$ cat config.mk
export PLATFORM = sky130hd
export DESIGN_NAME = led_blink_sequence_timing
export DESIGN_NICKNAME = d
export VERILOG_FILES = /design/src/core/led_blink_pkg.sv /design/src/core/led_blink_sequence_timing.sv /design/src/core/dimming_pwm.sv
export SDC_FILE = /design/constraint.sdc
export NUM_CORES = 1
export LEC_CHECK = 0
export BUFFER_PORTS_ARGS = -buffer_cell sky130_fd_sc_hd__buf_2
export CORE_ASPECT_RATIO = 0.7
export CORE_MARGIN = 10
export CORE_UTILIZATION = 44
export DETAILED_ROUTE_END_ITERATION = 16
export PLACE_DENSITY = 0.62
export SYNTH_ARGS = -nofsm -noshare
export SYNTH_HDL_FRONTEND = slang
export SYNTH_SLANG_ARGS = --single-unit
$ cat constraint.sdc
create_clock -name clk_sys -period 6.8 [get_ports clk_sys]
set_input_delay 0 -clock clk_sys [delete_from_list [all_inputs] [get_ports clk_sys]]
set_output_delay 0 -clock clk_sys [all_outputs]
set_load 0.01 [all_outputs]
$ cat src/core/led_blink_pkg.sv
/*
  Holds the register map, field layout, reset values, sequence states and
  timing constants of the blink-sequence block.
  Assumes a 125 MHz system clock and byte-wide register access.
*/
package led_blink_pkg;

  localparam logic [7:0] OFS_A_CURRENT_RAMP = 8'h47;
  localparam logic [7:0] OFS_A_PHASE1 = 8'h48;
  localparam logic [7:0] OFS_A_PHASE2 = 8'h49;
  localparam logic [7:0] OFS_A_PHASE3 = 8'h4a;
  localparam logic [7:0] OFS_A_PHASE4 = 8'h4b;
  localparam logic [7:0] OFS_A_REPEAT = 8'h4c;
  localparam logic [7:0] OFS_A_DUTY = 8'h4d;
  localparam logic [7:0] OFS_A_ON_DUR = 8'h4e;
  localparam logic [7:0] OFS_B_CURRENT_RAMP = 8'h4f;

  localparam int LEN_W = 7;
  localparam int DUTY_W = 5;
  localparam int ON_W = 5;
  localparam int LEVEL_W = 4;
  localparam int RAMP_BIT = 5;
  localparam int NUM_LEN = 5;

  localparam logic [7:0] REG_RESET = 8'h00;
  localparam logic [7:0] RD_UNMAPPED = 8'h00;

  // timing: one duty slot is 1/32 of the 8 ms period
  localparam int CLK_PERIOD_PS = 8000;
  localparam int PERIOD_TIME_US = 8000;
  localparam int SLOTS_PER_PERIOD = 32;
  localparam int SLOT_TIME_PS = (PERIOD_TIME_US / SLOTS_PER_PERIOD) * 1000000;
  localparam int SLOT_CYCLES = (SLOT_TIME_PS + CLK_PERIOD_PS - 1) / CLK_PERIOD_PS;
  localparam int STEP_TIME_US = 64000;
  localparam int PERIODS_PER_STEP = STEP_TIME_US / PERIOD_TIME_US;

  typedef enum logic [2:0] {
    PH_ONE = 3'h0,
    PH_TWO = 3'h1,
    PH_THREE = 3'h3,
    PH_FOUR = 3'h2,
    PH_REPEAT = 3'h6
  } seq_phase_t;

endpackage

$ cat src/core/led_blink_sequence_timing.sv
/*
  Blink-sequence timing for the first LED sink plus setup registers of both
  sinks: register file on a byte-wide internal register port, phase
  sequencer in 64 ms steps, duty-cycle gating of the light signal.
  Assumes the serial host interface in front presents single-cycle read
  and write strobes on clk_sys, and that rst_n follows power-on reset.
*/
// Notes on behaviour
// phases one to four each last their 7-bit code times 64 ms.
// repeat-period phase lasts its 7-bit code times 64 ms; zero means none.
// light signal high for (code+1)/32 of every 8 ms period.
// duty code zero gives 250 us high then 7.75 ms low.
// duty code all ones keeps the light signal always high.
// lit time is a 5-bit code times 64 ms.
// unused upper bits read zero and ignore writes.
// every register here clears to zero at power-on reset.
// second sink register holds 4-bit current code and ramp bit 5.
// first sink has the same current code and ramp bit register.
// step ticks derive from a slow time base; phases cycle one to four, repeat.
`timescale 1ns/1ps
module led_blink_sequence_timing
  import led_blink_pkg::*;
#(
  parameter int SLOT_LEN = SLOT_CYCLES
) (
  input wire logic clk_sys,
  input wire logic rst_n,
  input wire logic [7:0] reg_addr,
  input wire logic reg_wr_en,
  input wire logic [7:0] reg_wr_data,
  input wire logic reg_rd_en,
  output logic [7:0] reg_rd_data,
  output logic chan_a_light_signal,
  output logic [LEVEL_W-1:0] chan_a_sink_level,
  output logic chan_a_soft_ramp,
  output logic [LEVEL_W-1:0] chan_b_sink_level,
  output logic chan_b_soft_ramp,
  output seq_phase_t seq_phase
);

  localparam int STEP_W = $clog2(PERIODS_PER_STEP);
  localparam logic [STEP_W-1:0] STEP_LAST = STEP_W'(PERIODS_PER_STEP - 1);
  localparam int IDX_ONE = 0;
  localparam int IDX_TWO = 1;
  localparam int IDX_THREE = 2;
  localparam int IDX_FOUR = 3;
  localparam int IDX_REPEAT = 4;
  localparam int IDX_NONE = 7;

  logic [LEN_W-1:0] len_reg [NUM_LEN];
  logic [DUTY_W-1:0] duty_reg;
  logic [ON_W-1:0] on_dur_reg;
  logic [LEVEL_W-1:0] a_level_reg;
  logic a_ramp_reg;
  logic [LEVEL_W-1:0] b_level_reg;
  logic b_ramp_reg;

  seq_phase_t phase_reg;
  seq_phase_t phase_next;
  logic [STEP_W-1:0] period_cnt_reg;
  logic [LEN_W-1:0] step_cnt_reg;
  logic [LEN_W-1:0] cur_len;
  logic pwm_level;
  logic period_tick;
  logic step_tick;
  logic advance;
  logic lit;

  // length register index for an address, IDX_NONE when not a length
  function automatic int len_index(input logic [7:0] addr);
    case (addr)
      OFS_A_PHASE1: len_index = IDX_ONE;
      OFS_A_PHASE2: len_index = IDX_TWO;
      OFS_A_PHASE3: len_index = IDX_THREE;
      OFS_A_PHASE4: len_index = IDX_FOUR;
      OFS_A_REPEAT: len_index = IDX_REPEAT;
      default: len_index = IDX_NONE;
    endcase
  endfunction

  // length register index for a sequence phase
  function automatic int phase_index(input seq_phase_t ph);
    case (ph)
      PH_ONE: phase_index = IDX_ONE;
      PH_TWO: phase_index = IDX_TWO;
      PH_THREE: phase_index = IDX_THREE;
      PH_FOUR: phase_index = IDX_FOUR;
      default: phase_index = IDX_REPEAT;
    endcase
  endfunction

  // register writes: only the implemented bits are stored
  genvar gi;
  generate
    for (gi = 0; gi < NUM_LEN; gi++) begin : g_len
      always_ff @(posedge clk_sys or negedge rst_n) begin
        if (!rst_n) begin
          len_reg[gi] <= REG_RESET[LEN_W-1:0];
        end else if (reg_wr_en && len_index(reg_addr) == gi) begin
          len_reg[gi] <= reg_wr_data[LEN_W-1:0];
        end
      end
    end
  endgenerate

  always_ff @(posedge clk_sys or negedge rst_n) begin
    if (!rst_n) begin
      duty_reg <= REG_RESET[DUTY_W-1:0];
    end else if (reg_wr_en && reg_addr == OFS_A_DUTY) begin
      duty_reg <= reg_wr_data[DUTY_W-1:0];
    end
  end

  always_ff @(posedge clk_sys or negedge rst_n) begin
    if (!rst_n) begin
      on_dur_reg <= REG_RESET[ON_W-1:0];
    end else if (reg_wr_en && reg_addr == OFS_A_ON_DUR) begin
      on_dur_reg <= reg_wr_data[ON_W-1:0];
    end
  end

  always_ff @(posedge clk_sys or negedge rst_n) begin
    if (!rst_n) begin
      a_level_reg <= REG_RESET[LEVEL_W-1:0];
      a_ramp_reg <= REG_RESET[RAMP_BIT];
    end else if (reg_wr_en && reg_addr == OFS_A_CURRENT_RAMP) begin
      a_level_reg <= reg_wr_data[LEVEL_W-1:0];
      a_ramp_reg <= reg_wr_data[RAMP_BIT];
    end
  end

  always_ff @(posedge clk_sys or negedge rst_n) begin
    if (!rst_n) begin
      b_level_reg <= REG_RESET[LEVEL_W-1:0];
      b_ramp_reg <= REG_RESET[RAMP_BIT];
    end else if (reg_wr_en && reg_addr == OFS_B_CURRENT_RAMP) begin
      b_level_reg <= reg_wr_data[LEVEL_W-1:0];
      b_ramp_reg <= reg_wr_data[RAMP_BIT];
    end
  end

  // registered read data, held until the next read strobe
  always_ff @(posedge clk_sys or negedge rst_n) begin
    if (!rst_n) begin
      reg_rd_data <= RD_UNMAPPED;
    end else if (reg_rd_en) begin
      case (reg_addr)
        OFS_A_PHASE1,
        OFS_A_PHASE2,
        OFS_A_PHASE3,
        OFS_A_PHASE4,
        OFS_A_REPEAT: begin
          reg_rd_data <= {1'b0, len_reg[len_index(reg_addr)]};
        end
        OFS_A_DUTY: begin
          reg_rd_data <= {3'h0, duty_reg};
        end
        OFS_A_ON_DUR: begin
          reg_rd_data <= {3'h0, on_dur_reg};
        end
        OFS_A_CURRENT_RAMP: begin
          reg_rd_data <= {2'h0, a_ramp_reg, 1'b0, a_level_reg};
        end
        OFS_B_CURRENT_RAMP: begin
          reg_rd_data <= {2'h0, b_ramp_reg, 1'b0, b_level_reg};
        end
        default: begin
          reg_rd_data <= RD_UNMAPPED;
        end
      endcase
    end
  end

  // duty-cycle generator also supplies the 8 ms period tick
  dimming_pwm #(
    .SLOT_LEN(SLOT_LEN)
  ) u_pwm (
    .clk_sys(clk_sys),
    .rst_n(rst_n),
    .duty_code(duty_reg),
    .pwm_level(pwm_level),
    .period_tick(period_tick)
  );

  // eight periods make one 64 ms sequence step
  always_ff @(posedge clk_sys or negedge rst_n) begin
    if (!rst_n) begin
      period_cnt_reg <= '0;
    end else if (period_tick) begin
      period_cnt_reg <= period_cnt_reg + STEP_W'(1);
    end
  end

  assign step_tick = period_tick && (period_cnt_reg == STEP_LAST);
  assign cur_len = len_reg[phase_index(phase_reg)];
  // zero-length phase passes in one clock
  assign advance = (step_cnt_reg >= cur_len);

  always_comb begin
    case (phase_reg)
      PH_ONE: phase_next = PH_TWO;
      PH_TWO: phase_next = PH_THREE;
      PH_THREE: phase_next = PH_FOUR;
      PH_FOUR: phase_next = PH_REPEAT;
      PH_REPEAT: phase_next = PH_ONE;
      default: phase_next = PH_ONE;
    endcase
  end

  always_ff @(posedge clk_sys or negedge rst_n) begin
    if (!rst_n) begin
      phase_reg <= PH_ONE;
    end else if (advance) begin
      phase_reg <= phase_next;
    end
  end

  always_ff @(posedge clk_sys or negedge rst_n) begin
    if (!rst_n) begin
      step_cnt_reg <= '0;
    end else if (advance) begin
      step_cnt_reg <= '0;
    end else if (step_tick) begin
      step_cnt_reg <= step_cnt_reg + LEN_W'(1);
    end
  end

  // lit during the first on-time steps of phases one and three
  assign lit = (phase_reg == PH_ONE || phase_reg == PH_THREE) &&
               (step_cnt_reg < LEN_W'(on_dur_reg));

  always_ff @(posedge clk_sys or negedge rst_n) begin
    if (!rst_n) begin
      chan_a_light_signal <= 1'b0;
    end else begin
      chan_a_light_signal <= lit && pwm_level;
    end
  end

  assign chan_a_sink_level = a_level_reg;
  assign chan_a_soft_ramp = a_ramp_reg;
  assign chan_b_sink_level = b_level_reg;
  assign chan_b_soft_ramp = b_ramp_reg;
  assign seq_phase = phase_reg;

endmodule

$ cat src/core/dimming_pwm.sv
/*
  Duty-cycle generator: 32 slots per period, high for (code+1) slots.
  Assumes a synchronous duty code from the register file on the same clock.
*/
`timescale 1ns/1ps
module dimming_pwm
  import led_blink_pkg::*;
#(
  parameter int SLOT_LEN = SLOT_CYCLES
) (
  input wire logic clk_sys,
  input wire logic rst_n,
  input wire logic [DUTY_W-1:0] duty_code,
  output logic pwm_level,
  output logic period_tick
);

  localparam int PRE_W = $clog2(SLOT_LEN + 1);
  localparam logic [PRE_W-1:0] PRE_LAST = PRE_W'(SLOT_LEN - 1);
  localparam logic [DUTY_W-1:0] SLOT_LAST = DUTY_W'(SLOTS_PER_PERIOD - 1);

  logic [PRE_W-1:0] pre_reg;
  logic [DUTY_W-1:0] slot_reg;
  logic slot_tick;

  assign slot_tick = (pre_reg == PRE_LAST);

  always_ff @(posedge clk_sys or negedge rst_n) begin
    if (!rst_n) begin
      pre_reg <= '0;
    end else if (slot_tick) begin
      pre_reg <= '0;
    end else begin
      pre_reg <= pre_reg + PRE_W'(1);
    end
  end

  always_ff @(posedge clk_sys or negedge rst_n) begin
    if (!rst_n) begin
      slot_reg <= '0;
    end else if (slot_tick) begin
      slot_reg <= slot_reg + DUTY_W'(1);
    end
  end

  // slot 0 always high, so code 0 gives one slot and all ones never goes low
  always_ff @(posedge clk_sys or negedge rst_n) begin
    if (!rst_n) begin
      pwm_level <= 1'b0;
    end else begin
      pwm_level <= (slot_reg <= duty_code);
    end
  end

  always_ff @(posedge clk_sys or negedge rst_n) begin
    if (!rst_n) begin
      period_tick <= 1'b0;
    end else begin
      period_tick <= slot_tick && (slot_reg == SLOT_LAST);
    end
  end

endmodule

Word-level counts from Yosys, hierarchy flattened
Index checks and enable logic that the tools add are counted.
{"block": "word_totals", "mem_bits_ro": 0, "latch_bits": 0, "output_inout_bits": 22, "in_bits": 20, "mem_bits_rw": 0, "regBits": 99, "wordCells": 83, "memories": 0}
{"block": "op_classes", "muxes": 15, "n_eq_ne": 19, "multipliers": 0, "magnitude_cmp": 5, "reduce_logical": 18, "shifts": 0, "bitwise": 2, "n_div": 0, "n_addsub": 4}
{"operator": "$eq 8x7->1 const B", "count": 9}
{"operator": "$eq 32x3->1 const B", "count": 2}
{"operator": "$ge 32x4->1 const B", "count": 2}
{"operator": "$mux 32", "count": 2}
{"operator": "$not 32->32", "count": 2}
{"operator": "$bmux 7 s3", "count": 2}
{"operator": "$mux 7", "count": 6}
{"operator": "$pmux 7 s5", "count": 1}
{"operator": "$eq 32x2->1 const B", "count": 1}
{"operator": "$eq 32x4->1 const B", "count": 1}
{"operator": "$logic_not 32->1", "count": 1}
{"operator": "$pmux 3 s4", "count": 2}
{"operator": "$add 15x1->15 const B", "count": 1}
{"operator": "$eq 15x15->1 const B", "count": 1}
{"operator": "$mux 15", "count": 1}
{"operator": "$pmux 3 s5", "count": 1}
{"operator": "$logic_and 1x1->1", "count": 13}
{"operator": "$add 7x1->7 const B", "count": 1}
{"operator": "$ge 7x7->1", "count": 1}
{"operator": "$lt 7x5->1", "count": 1}
{"operator": "$eq 3x2->1 const B", "count": 2}
{"operator": "$add 5x1->5 const B", "count": 1}
{"operator": "$eq 5x5->1 const B", "count": 1}
{"operator": "$le 5x5->1", "count": 1}
{"operator": "other kinds (7)", "count": 7}

Depth between registers and ports, before layout
Gate-level depths: netlist of run 1.
{"block": "logic_depth", "ltp_word": 9, "ltp_mapped": 8, "ltp_nobuf": 7}

Cells and area by module
Synthesis of run 1 repeated with hierarchy kept, for this count alone.
{"block": "hier_totals", "hier_cells": 435, "hier_area_um2": 5337.6}
{"mod": "led_blink_sequence_timing", "area_each_um2": 4187.8, "cells_per_inst": 332, "seq_area_each_um2": 1901.8, "instances": 1}
{"mod": "dimming_pwm", "area_each_um2": 1149.9, "cells_per_inst": 103, "seq_area_each_um2": 550.5, "instances": 1}

Least setup slack after synthesis of run 1
Ideal clock, no wire load.
{"block": "synth_timing", "kind": "reg-to-reg", "start": "reg phase_reg[0], in the netlist seq_phase[0]", "end": "reg phase_reg[0], in the netlist seq_phase[0]", "path_buffers": 1, "setup_time_ns": 0.125, "arrival_time_ns": 2.715, "required_ns": 6.675, "stages_incl_launch_ff": 9, "synth_period_minus_slack_ns": 2.840, "slack_ns": 3.960, "path_cell_list": "dfrtp_1 -> buf_1 -> mux4_2 -> mux2i_1 -> ha_1 -> and3_1 -> nand2_1 -> o21ai_1 -> mux2_2"}
{"block": "synth_between", "elab_chain_len": 7, "word_cells_on_any_way": 11, "cone_classes": "1 x order compare; 3 x eq/ne; 5 x mux; 1 x bitwise; 1 x reduce/logical"}
{"item": "from (decl)", "line_no": "led_blink_sequence_timing.sv:58", "text": "seq_phase_t phase_reg;"}
{"item": "from (signal assigned)", "line_no": "led_blink_sequence_timing.sv:214", "text": "phase_reg <= phase_next;"}
{"item": "$eq 3x2->1, or another cell as far along", "line_no": "led_blink_sequence_timing.sv:83, led_blink_sequence_timing.sv:200"}
{"item": "$pmux 3 s4", "line_no": "led_blink_sequence_timing.sv:83", "text": "case (ph)"}
{"item": "$not 32->32 (not written as such)", "line_no": "led_blink_sequence_timing.sv:195", "text": "assign cur_len = len_reg[phase_index(phase_reg)];"}
{"item": "$bmux 7 s3", "line_no": "led_blink_sequence_timing.sv:195"}
{"item": "$mux 7 (not written as such) (2 in series)", "line_no": "led_blink_sequence_timing.sv:195"}
{"item": "$ge 7x7->1", "line_no": "led_blink_sequence_timing.sv:197", "text": "assign advance = (step_cnt_reg >= cur_len);"}
Several ways; a longest one is shown, not always the timed one. The select of a mux whose other input is x is not followed.
A chain may end at the register's enable or synchronous reset.

Final worst setup path of run 1
{"block": "layout_timing", "start": "reg phase_reg[0], in the netlist seq_phase[0]", "end": "reg phase_reg[2], in the netlist seq_phase[2]"}
Same word-level chain as after synthesis.

==> results of run 1 <==
[worst max-delay path, delay by kind of cell (launching register included)]
| kind | cells | cell delay, ns |
|---|---|---|
| muxes | 3 | 1.33 |
| adders and majority gates | 1 | 0.23 |
| DFF | 1 | 0.82 |
| AOI/OAI and AO/OA | 1 | 0.61 |
| and+or+nand+nor | 2 | 0.25 |
[where the power goes]
group / internal [W] / total, W / switching (W)
logic: 0.000105 / 0.000208 / 0.000102
registers: 0.000611 / 0.000674 / 0.0000629
clock network: 0.000297 / 0.000522 / 0.000224
total: 0.00101 / 0.00140 / 0.000390
[metrics by stage]
step	instance area (sq um)	utilization (%)	total power (W)	setup slack [ns]
after floorplan	5190	-	0.000808	3.96
after global placement	5520	47.6	0.000885	3.53
after detailed placement	5520	47.6	0.000893	3.45
after CTS	5850	50.5	0.00142	3.43
after global routing	5850	50.5	0.00146	3.26
final	5850	50.5	0.00140	3.44
[final cells by class]
cell class / instances / area [sq um] / area share (%)
flip-flops and latches: 98 / 2450 / 41.9
multi-input cells: 305 / 2580 / 44.2
repair buffers: 43 / 235 / 4.02
inverters: 21 / 78.8 / 1.35
clock buffers: 11 / 243 / 4.15
well taps: 157 / 196 / 3.36
clock inverters: 5 / 63.8 / 1.09
[cells by family (layout without fill, tap and decap cells)]
| group | Yosys count | after routing |
|---|---|---|
| flip-flops | 98 | 98 |
| buffers and inverters | 37 | 80 |
| XOR/XNOR | 24 | 24 |
| multiplexers | 89 | 89 |
| AND/OR/NAND/NOR | 115 | 115 |
| adder cells (fa/ha/maj) | 23 | 23 |
| AO/OA/AOI/OAI | 53 | 53 |
| other | 1 | 1 |
[layer usage]
metal | share of wire, % | global-route usage [%]
met5 | 0 | 0
met4 | 0.83 | 3.94
met3 | 5.5 | 3.55
met2 | 45 | 22.0
met1 | 49 | 21.8
[cells in the final DEF, fill, tap and decap left out, drive strengths merged, types with 3 or more instances in the layout]
cell         synthesis  layout
ha                  23      23
nor2b                6       6
nor3                 5       5
inv                 21      21
dlygate4sd3          0       3
dfrtp               98      98
mux4                 7       7
o22ai                4       4
o221ai               7       7
nand2               17      17
a21oi                7       7
buf                  6      40
clkbuf              10      11
clkinv               0       3
xnor2               19      19
nand4                7       7
nand3b               3       3
nor2                27      27
mux2                65      65
nor3b                5       5
a21o                 5       5
nand2b               6       6
nor4                 6       6
and3                 5       5
xor2                 5       5
nand3               20      20
o21ai               13      13
mux2i               17      17
[worst paths after layout]
path                                    from                end  slack, ns  depth (start not counted)
max                             seq_phase[0]       seq_phase[2]       3.44                          7
min                           reg_wr_data[5]         len_reg[5]       0.02                          2
max reg2reg                     seq_phase[0]       seq_phase[2]       3.44                          7
min reg2reg                period_cnt_reg[0]  period_cnt_reg[0]       0.48                          1
max in group asynchronous              rst_n        len_reg[17]       5.44                          3
min in group asynchronous              rst_n     reg_rd_data[4]       0.09                          2
[timing repair]
| action | CTS | global route |
|---|---|---|
| endpoints found under the hold margin | 30 | 0 |
| buffers inserted | 0 | 0 |
| hold buffers | 3 | 0 |
| setup endpoints to repair | 0 | 0 |
==> impl_metrics.json, run 1 <==
{
  "post_synth_and_or_nand_nor_area_fraction_pct": 12.8,
  "post_route_antenna_net_violation_count": 0,
  "post_synth_num_cell_types": 56,
  "timing_max_transition_violations_final": 0,
  "cts_tree": "yes",
  "post_synthesis_cell_type_with_the_largest_combined_area": "sky130_fd_sc_hd__dfrtp_1",
  "fin_nets": 521,
  "worst-slew-pin-transition_ns": 0.986,
  "via_per_inst": 5.60,
  "antenna-diode-count": 0,
  "hold_violations": 0,
  "die_h_um": 111,
  "critPathLaunchType": "flop",
  "synth_compound_gate_area_share_pct": 6.92,
  "drt_pass1_iterations": 5,
  "finalSetupViolations": 0,
  "total_wirelength_of_the_detailed_routed_design_um": 12200,
  "fmax_mhz": 298,
  "totalNegativeSetupSlack_ns": 0,
  "ff_latch_count_synth": 98,
  "crit_type": "reg -> reg",
  "place_hpwl_um": 8670,
  "slew-limit-headroom_pct": 34.3,
  "post-route-drc-count": 0,
  "largest_net_degree_at_the_start_of_global_routing": 78,
  "largest_reg_flops": 35,
  "grt_overflow_total": 0,
  "cells_traversed_along_the_worst_timing_path": "mux4_2, mux2i_1, ha_1, and3_1, nand2_1, o21ai_1, mux2_2",
  "layout_worst_path_cycle_share_pct": 49.3,
  "ys_top_cells_by_count": "sky130_fd_sc_hd__dfrtp_1, sky130_fd_sc_hd__mux2_2, sky130_fd_sc_hd__nor2_1",
  "syn_inst": 440,
  "route.detailed.wl_per_inst_um": 19.0,
  "cts.clk_slew.worst_paths_ns": 0.08,
  "synth_top_family_by_area": "multiplexers",
  "dp_cells": 621,
  "rows": 33,
  "number_of_antenna_violations_at_the_first_check_in_global_routing": 0,
  "synth_top_flop_cell": "sky130_fd_sc_hd__dfrtp_1",
  "min_period_ns": 3.36,
  "grtUsageTotal_pct": 15.1,
  "clock_tree.buffer_depth": 2,
  "syn-mean-instance-area_sq_um": 11.8,
  "synth.top_cells.by_area": "sky130_fd_sc_hd__dfrtp_1, sky130_fd_sc_hd__mux2_2, sky130_fd_sc_hd__ha_1",
  "final.fill_count": 1050,
  "io_pins": 42,
  "synth_nets": 483,
  "critical_path_peak_fanout": 13,
  "yosys-mux-area-fraction_pct": 20.4,
  "fin_worst_skew_ns": 0.0127,
  "global_route_wire_length_before_repair_um": 20100,
  "floorplan.initialDensity_pct": 44.7,
  "yosys.area_share.xor_xnor_pct": 4.05,
  "number_of_standard_cells_in_the_final_layout_excluding_fillers": 640,
  "area_growth_synth_to_finish_pct": 12.8,
  "cp_data_arrival_time_ns": 3.58,
  "critical_path.endpoint_type": "flop",
  "post_synth_instance_area_sq_um": 5190,
  "worst_ep_required_time_ns": 7.02,
  "cts_made_buffers": 9,
  "irDropWorstVdd_uv": 111,
  "fin_worst_hold_slack_ns": 0.0205,
  "power_per_cell_area_nw_per_um2": 240,
  "hold_path.class": "in -> reg",
  "synth_adder_area_share_pct": 5.54,
  "die_w_um": 150,
  "synth_seq_area_share_pct": 47.3,
  "clock-sinks": 98,
  "maxCapViolCount": 0,
  "worst_skew_pair.late_latency_ns": 0.35,
  "post_route_cells_drive_above_1_share_pct": 28.4,
  "timing.critical_path.slowest_cell_delay_ns": 0.82,
  "synth_top_cell_area_share_pct": 47.3,
  "gp_routability_congestion": 0.815,
  "synth_enable_flop_cells": 0,
  "grt_setup_unrepaired": "false",
  "drt_iter0_drc": 270,
  "total_leakage_power_nw": 2.71,
  "yosysWarnings": 0,
  "cell_with_the_most_instances_after_synthesis": "sky130_fd_sc_hd__dfrtp_1",
  "vias": 3583,
  "die_area_sq_um": 16600,
  "port_buffers": 39,
  "ctsHtreeMaxLevel": 3,
  "post_cts_resized": 0,
  "critPathSlowestCell": "sky130_fd_sc_hd__dfrtp_1",
  "async_flop_share_pct": 100,
  "run_status": "complete, no violations",
  "clockRootBuffer": "sky130_fd_sc_hd__clkbuf_16",
  "fp.coreArea_sq_um": 11600,
  "grt_pass1_vias": 3705
}
Note: power is estimated with default switching activity, not from simulation.
==> inputs of run 2 (changes only) <==
Settings changed: ABC_AREA set to 1.
Clock period 6.8 ns to 3.5 ns, I/O delays scaled along.
==> run 2 against run 1 <==
Net effect: global-route usage grew 1.9 points; sequential share of layout area decreased by 0.51 points; synthesized cell count grew 44%; critical path depth increased by 7; register-to-register slack got worse by 2.9 ns; clock skew decreased by 0.0084 ns.
==> impl_metrics.json, run 2 <==
{
  "run_status": "complete, no violations",
  "post_synth_and_or_nand_nor_area_fraction_pct": 21.0,
  "endpoint": "seq_phase[2]",
  "post_cts_resized": 0,
  "vias": 4443,
  "internal-power_w": 0.00193,
  "number_of_standard_cells_in_the_final_layout_excluding_fillers": 839,
  "io_pins": 42,
  "post_route_antenna_net_violation_count": 0,
  "rows": 33,
  "cts_setup_buffers": 0,
  "synth_top_flop_cell": "sky130_fd_sc_hd__dfrtp_1",
  "hold_path.class": "in -> reg",
  "critical_path_peak_fanout": 13,
  "finished_cell_area_sq_um": 5930,
  "worstRegToRegCells": 14,
  "die_area_sq_um": 16900,
  "mostFrequentLayoutCell": "sky130_fd_sc_hd__nand2_1",
  "switching_component_of_the_power_w": 0.000922,
  "port_buffers": 39,
  "number_of_antenna_violations_at_the_first_check_in_global_routing": 0,
  "syn-mean-instance-area_sq_um": 8.34,
  "seqPwrFrac_pct": 43.7,
  "total_leakage_power_nw": 2.94,
  "crit-reg2reg-capture": "seq_phase[2]",
  "synth_top_cell_area_share_pct": 46.4,
  "critPathLaunchType": "flop",
  "finalSetupViolations": 0,
  "synth.top_cells.by_area": "sky130_fd_sc_hd__dfrtp_1, sky130_fd_sc_hd__nand2_1, sky130_fd_sc_hd__inv_1",
  "ff_latch_count_synth": 98,
  "synth_top_family_by_area": "simple AND/OR/NAND/NOR gates",
  "post-route-drc-count": 0,
  "area_growth_synth_to_finish_pct": 12.2,
  "async_flop_share_pct": 100,
  "rr_startpoint": "seq_phase[0]",
  "final_cell_mix": "sky130_fd_sc_hd__nand2_1, sky130_fd_sc_hd__dfrtp_1, sky130_fd_sc_hd__inv_1, sky130_fd_sc_hd__o21ai_0, sky130_fd_sc_hd__buf_2",
  "yosys.area_share.xor_xnor_pct": 1.99,
  "final.fill_count": 1144,
  "share_comb_of_total_power_pct": 24.6,
  "total_wirelength_of_the_detailed_routed_design_um": 13900,
  "synth_nets": 676,
  "hold_violations": 0,
  "ys_top_cells_by_count": "sky130_fd_sc_hd__nand2_1, sky130_fd_sc_hd__dfrtp_1, sky130_fd_sc_hd__inv_1",
  "worst_skew_pair.late_latency_ns": 0.34,
  "yosysWarnings": 0,
  "min_period_ns": 2.98,
  "critical_path.endpoint_type": "flop",
  "fmax_mhz": 336,
  "power_per_cell_area_nw_per_um2": 481,
  "fp.coreArea_sq_um": 11700,
  "holdBufCountCts": 7,
  "power.share.clock_pct": 31.7,
  "die_h_um": 112,
  "route.detailed.wl_per_inst_um": 16.5,
  "fin_nets": 721,
  "synth_adder_area_share_pct": 5.45,
  "clock_tree.buffer_depth": 2,
  "dp_cells": 817,
  "via_per_inst": 5.30,
  "totalNegativeSetupSlack_ns": 0,
  "synth_compound_gate_area_share_pct": 16.3,
  "grt_setup_unrepaired": "false",
  "grt_pass1_vias": 4262,
  "post_synth_num_cell_types": 49,
  "floorplan.initialDensity_pct": 45.0,
  "largest_net_degree_at_the_start_of_global_routing": 70,
  "post_route_cells_drive_above_1_share_pct": 12.6,
  "final_core_area_utilization_pct": 50.5,
  "die_w_um": 151,
  "drt_pass1_iterations": 5,
  "post_synth_instance_area_sq_um": 5280,
  "timing.critical_path.from": "seq_phase[0]",
  "global_route_wire_length_before_repair_um": 22900,
  "pwr_total_w": 0.00285,
  "timing_max_transition_violations_final": 0,
  "crit_type": "reg -> reg",
  "grtUsageTotal_pct": 17.0,
  "slew-limit-headroom_pct": 40.9,
  "post_synthesis_cell_type_with_the_largest_combined_area": "sky130_fd_sc_hd__dfrtp_1",
  "synth_seq_area_share_pct": 46.4,
  "cts_made_buffers": 9,
  "yosys-mux-area-fraction_pct": 0.426,
  "clock-sinks": 98,
  "antenna-diode-count": 0,
  "worst-slew-pin-transition_ns": 0.886,
  "power.switching_fraction_pct": 32.3,
  "worst_ep_required_time_ns": 3.70,
  "clockRootBuffer": "sky130_fd_sc_hd__clkbuf_16",
  "fin_worst_skew_ns": 0.00426,
  "place_hpwl_um": 10700,
  "layout_worst_path_cycle_share_pct": 85.0,
  "ctsHtreeMaxLevel": 3,
  "r2r_setup_slack_ns": 0.52,
  "irDropWorstVdd_uv": 276,
  "grt_overflow_total": 0,
  "largest_reg_flops": 35,
  "cp_data_arrival_time_ns": 3.18,
  "cts.clk_slew.worst_paths_ns": 0.06,
  "cts_tree": "yes",
  "syn_inst": 633,
  "synth_enable_flop_cells": 0,
  "dpl_cell_area_sq_um": 5590,
  "maxCapViolCount": 0,
  "cell_with_the_most_instances_after_synthesis": "sky130_fd_sc_hd__nand2_1",
  "gp_routability_congestion": 0.947,
  "drt_iter0_drc": 326
}
## run 2: cell types whose count changed in the layout (fill, tap and decap cells not counted), moves of 11 or more
cell	previous run	this run
sky130_fd_sc_hd__mux2_2	65	2
sky130_fd_sc_hd__mux2i_1	17	0
sky130_fd_sc_hd__xnor2_1	19	5
sky130_fd_sc_hd__o21ai_0	11	64
sky130_fd_sc_hd__inv_1	21	86
sky130_fd_sc_hd__a21oi_1	7	24
sky130_fd_sc_hd__nand2_1	17	149
sky130_fd_sc_hd__o21ai_2	0	11
## run 2: power groups by stage
stage | combinational [W] | sequential, W | clock (W)
global placement | 0.000671 | 0.00126 | 0
floorplan | 0.000461 | 0.00125 | 0
detailed placement | 0.000685 | 0.00127 | 0
CTS | 0.000695 | 0.00124 | 0.000926
finish | 0.000701 | 0.00125 | 0.000904
global route | 0.000798 | 0.00125 | 0.000976
## run 2: metrics by stage
stage	setup WS (ns)	hold WS (ns)
2_1_floorplan	0.913	-0.296
3_3_place_gp	0.698	0.177
3_5_place_dp	0.619	0.188
4_1_cts	0.582	0.0535
5_1_grt	0.241	0.0835
6_report	0.524	0.0771
## run 2: cells by family after synthesis
| kind of cell | after synthesis |
|---|---|
| buffers and inverters | 103 |
| AND/OR/NAND/NOR | 252 |
| adder cells (fa/ha/maj) | 23 |
| flip-flops | 98 |
| AO/OA/AOI/OAI | 142 |
| XOR/XNOR | 12 |
| multiplexers | 2 |
| other | 1 |
## run 2: layer usage
layer / global-route usage (%) / wire length (um)
met1: 26.4 / 7290
met2: 22.0 / 5200
met3: 5.74 / 1250
met4: 3.33 / 132
met5: 0 / 0
## run 2: area by class of cell
class	instances	area, sq um	area share (%)
Clock buffer	13	250	4.22
Clock inverter	2	13.8	0.232
Inverter	88	333	5.62
Multi-Input combinational cell	432	2390	40.3
Sequential cell	98	2450	41.4
Tap cell	157	196	3.31
Timing Repair Buffer	49	290	4.90
## run 2: worst max-delay path, cell delays in order, from the launching register on
cell and delay (ns):
sky130_fd_sc_hd__dfrtp_1 0.52, sky130_fd_sc_hd__inv_1 0.24, sky130_fd_sc_hd__nor3_1 0.25, sky130_fd_sc_hd__a21oi_1 0.09, sky130_fd_sc_hd__inv_1 0.23, sky130_fd_sc_hd__o21ai_0 0.12
sky130_fd_sc_hd__o221ai_1 0.25, sky130_fd_sc_hd__ha_1 0.32, sky130_fd_sc_hd__a21oi_1 0.14, sky130_fd_sc_hd__o21ai_0 0.10, sky130_fd_sc_hd__nand4_1 0.09, sky130_fd_sc_hd__o2111ai_1 0.11
sky130_fd_sc_hd__buf_4 0.20, sky130_fd_sc_hd__nand3_1 0.07, sky130_fd_sc_hd__o21ai_0 0.11
## run 2: how the worst min path moves through the flow
stage / start / to / slack (ns) / cells past startpoint
2_1_floorplan: rst_n / chan_a_light_signal / -0.30 / 0
3_3_place_gp: rst_n / len_reg[30] / 0.18 / 1
3_5_place_dp: rst_n / len_reg[30] / 0.19 / 1
4_1_cts: reg_wr_data[6] / len_reg[20] / 0.05 / 3
5_1_grt: reg_wr_data[6] / len_reg[20] / 0.08 / 3
6_report: reg_wr_data[6] / len_reg[20] / 0.08 / 3
==> inputs of run 3 (changes only) <==
Settings changed: CORE_MARGIN 10 to unset, CTS_BUF_LIST set to sky130_fd_sc_hd__clkbuf_8.
==> run 3 against run 2 <==
Net effect: maximum frequency shrank 2.7%; clock skew increased by 0.012 ns; critical path depth fell by 1; highest routed layer unchanged; cell count up 0.12%; register-to-register slack got worse by 0.08 ns.
==> impl_metrics.json, run 3 (same netlist as run 2, synthesis figures left out) <==
{
  "clock-sinks": 98,
  "timing_max_transition_violations_final": 0,
  "min_period_ns": 3.06,
  "maxCapViolCount": 0,
  "timing.critical_path.slowest_cell_delay_ns": 0.50,
  "ctsHtreeMaxLevel": 3,
  "hold_violations": 0,
  "number_of_antenna_violations_at_the_first_check_in_global_routing": 1,
  "multi_input_area_sq_um": 2390,
  "grt_setup_unrepaired": "false",
  "run_status": "complete, no violations",
  "drt_iter0_drc": 303,
  "irDropWorstVdd_uv": 250,
  "final_core_area_utilization_pct": 49.9,
  "grt_overflow_total": 0,
  "power_per_cell_area_nw_per_um2": 447,
  "cts_tree": "yes",
  "clockRootBuffer": "sky130_fd_sc_hd__clkbuf_8",
  "post-route-drc-count": 0,
  "fin_nets": 722,
  "finished_cell_area_sq_um": 5830,
  "die_area_sq_um": 12500,
  "final.fill_count": 1157,
  "fmax_mhz": 327,
  "port_buffers": 39,
  "area_growth_synth_to_finish_pct": 10.4,
  "final_critical_path_setup_slack_ns": 0.441,
  "final_cell_mix": "sky130_fd_sc_hd__nand2_1, sky130_fd_sc_hd__dfrtp_1, sky130_fd_sc_hd__inv_1, sky130_fd_sc_hd__o21ai_0, sky130_fd_sc_hd__buf_2",
  "place_hpwl_um": 10900,
  "grtUsageTotal_pct": 24.9,
  "total_wirelength_of_the_detailed_routed_design_um": 14400,
  "io_pins": 42,
  "cts_made_buffers": 9,
  "crit_type": "reg -> reg",
  "largest_net_degree_at_the_start_of_global_routing": 42,
  "fp.coreArea_sq_um": 11700,
  "post_cts_resized": 0,
  "global_route_wire_length_before_repair_um": 23100,
  "mostFrequentLayoutCell": "sky130_fd_sc_hd__nand2_1",
  "fin_worst_skew_ns": 0.0159,
  "totalNegativeSetupSlack_ns": 0,
  "worst_ep_required_time_ns": 3.75,
  "worst_skew_pair.late_latency_ns": 0.38,
  "vias": 4546,
  "total_leakage_power_nw": 2.90,
  "critPathSlowestCell": "sky130_fd_sc_hd__dfrtp_1",
  "die_w_um": 133,
  "antenna-diode-count": 0,
  "post_route_cells_drive_above_1_share_pct": 13.0,
  "cells_traversed_along_the_worst_timing_path": "inv_1, nor3_1, a21oi_1, buf_4, nand2_1, o21ai_0, a221oi_1, a21oi_1, ha_1, a21oi_1, o2111ai_1, buf_4, nor3b_1",
  "hold_path.class": "in -> reg",
  "via_per_inst": 5.41,
  "gp_routability_congestion": 0.908,
  "r2r_setup_slack_ns": 0.44,
  "worst-slew-pin-transition_ns": 0.548,
  "finalSetupViolations": 0,
  "die_h_um": 93.7,
  "critical_path.endpoint_type": "flop",
  "cts.clk_slew.worst_paths_ns": 0.10,
  "grt_pass1_vias": 4238,
  "preCtsSetupSlack_ns": 0.497,
  "post_route_antenna_net_violation_count": 0,
  "floorplan.initialDensity_pct": 45.2,
  "critPathLaunchType": "flop",
  "largest_reg_flops": 35,
  "dpl_cell_area_sq_um": 5600,
  "clock_tree.buffer_depth": 2,
  "layout_worst_path_cycle_share_pct": 87.4,
  "drt_pass1_iterations": 5,
  "route.detailed.wl_per_inst_um": 17.1,
  "seqCellArea_sq_um": 2450,
  "rows": 33,
  "critical_path_peak_fanout": 10,
  "cp_data_arrival_time_ns": 3.31,
  "timing.critical_path.mode_cell": "sky130_fd_sc_hd__a21oi_1",
  "slew-limit-headroom_pct": 63.3
}
## run 3: final timing paths
check,startpoint,end,cells after the start
setup / recovery,seq_phase[0],step_cnt_reg[2],13
min in group asynchronous,rst_n,len_reg[12],2
hold / removal,reg_wr_data[6],len_reg[13],3
setup reg to reg,seq_phase[0],step_cnt_reg[2],13
max in group asynchronous,rst_n,chan_a_soft_ramp,3
hold reg to reg,reg_rd_data[3],reg_rd_data[3],2
## run 3: critical path, delay by kind of cell (launching register included)
| family | cells | cell delay, ns |
|---|---|---|
| buffers and inverters | 3 | 0.65 |
| adders and majority gates | 1 | 0.34 |
| AOI/OAI and AO/OA | 6 | 1.07 |
| DFF | 1 | 0.50 |
| and+or+nand+nor | 3 | 0.37 |
## run 3: cell type report
class	count	area share [%]
clock buffers	9	2.12
clock inverters	6	0.601
inverters	88	5.71
multi-input cells	432	41.0
flip-flops and latches	98	42.1
well taps	157	3.37
repair buffers	50	5.11
## run 3: per-layer routing
layer  up-vias  global-route usage (%)  routed length [um]
li1       2191                       -                   -
met1      2196                    39.5                7560
met2       151                    33.4                5640
met3         8                    6.15                1060
met4         0                    4.89                 104
met5         -                       0                   0
## run 3: what timing repair did
action | 4_1_cts | 5_1_grt
endpoints found under the hold margin | 40 | 0
setup buffers | 0 | 0
hold buffers | 7 | 0
## run 3: per-stage QoR
step | power (W) | hold WS (ns) | instances
finish | 0.00260 | 0.00629 | 840
global route | 0.00278 | 0.0246 | 840
CTS | 0.00262 | 0.0101 | 840
detailed placement | 0.00196 | -0.0338 | 818
global placement | 0.00193 | -0.0433 | 818
floorplan | 0.00171 | -0.296 | 633
## run 3: power breakdown
group | leakage (nW) | total [W] | switching (W) | internal, W
registers | 1.31 | 0.00124 | 0.0000586 | 0.00118
logic | 1.50 | 0.000705 | 0.000460 | 0.000245
clock network | 0.0864 | 0.000656 | 0.000405 | 0.000251
total | 2.90 | 0.00260 | 0.000923 | 0.00168
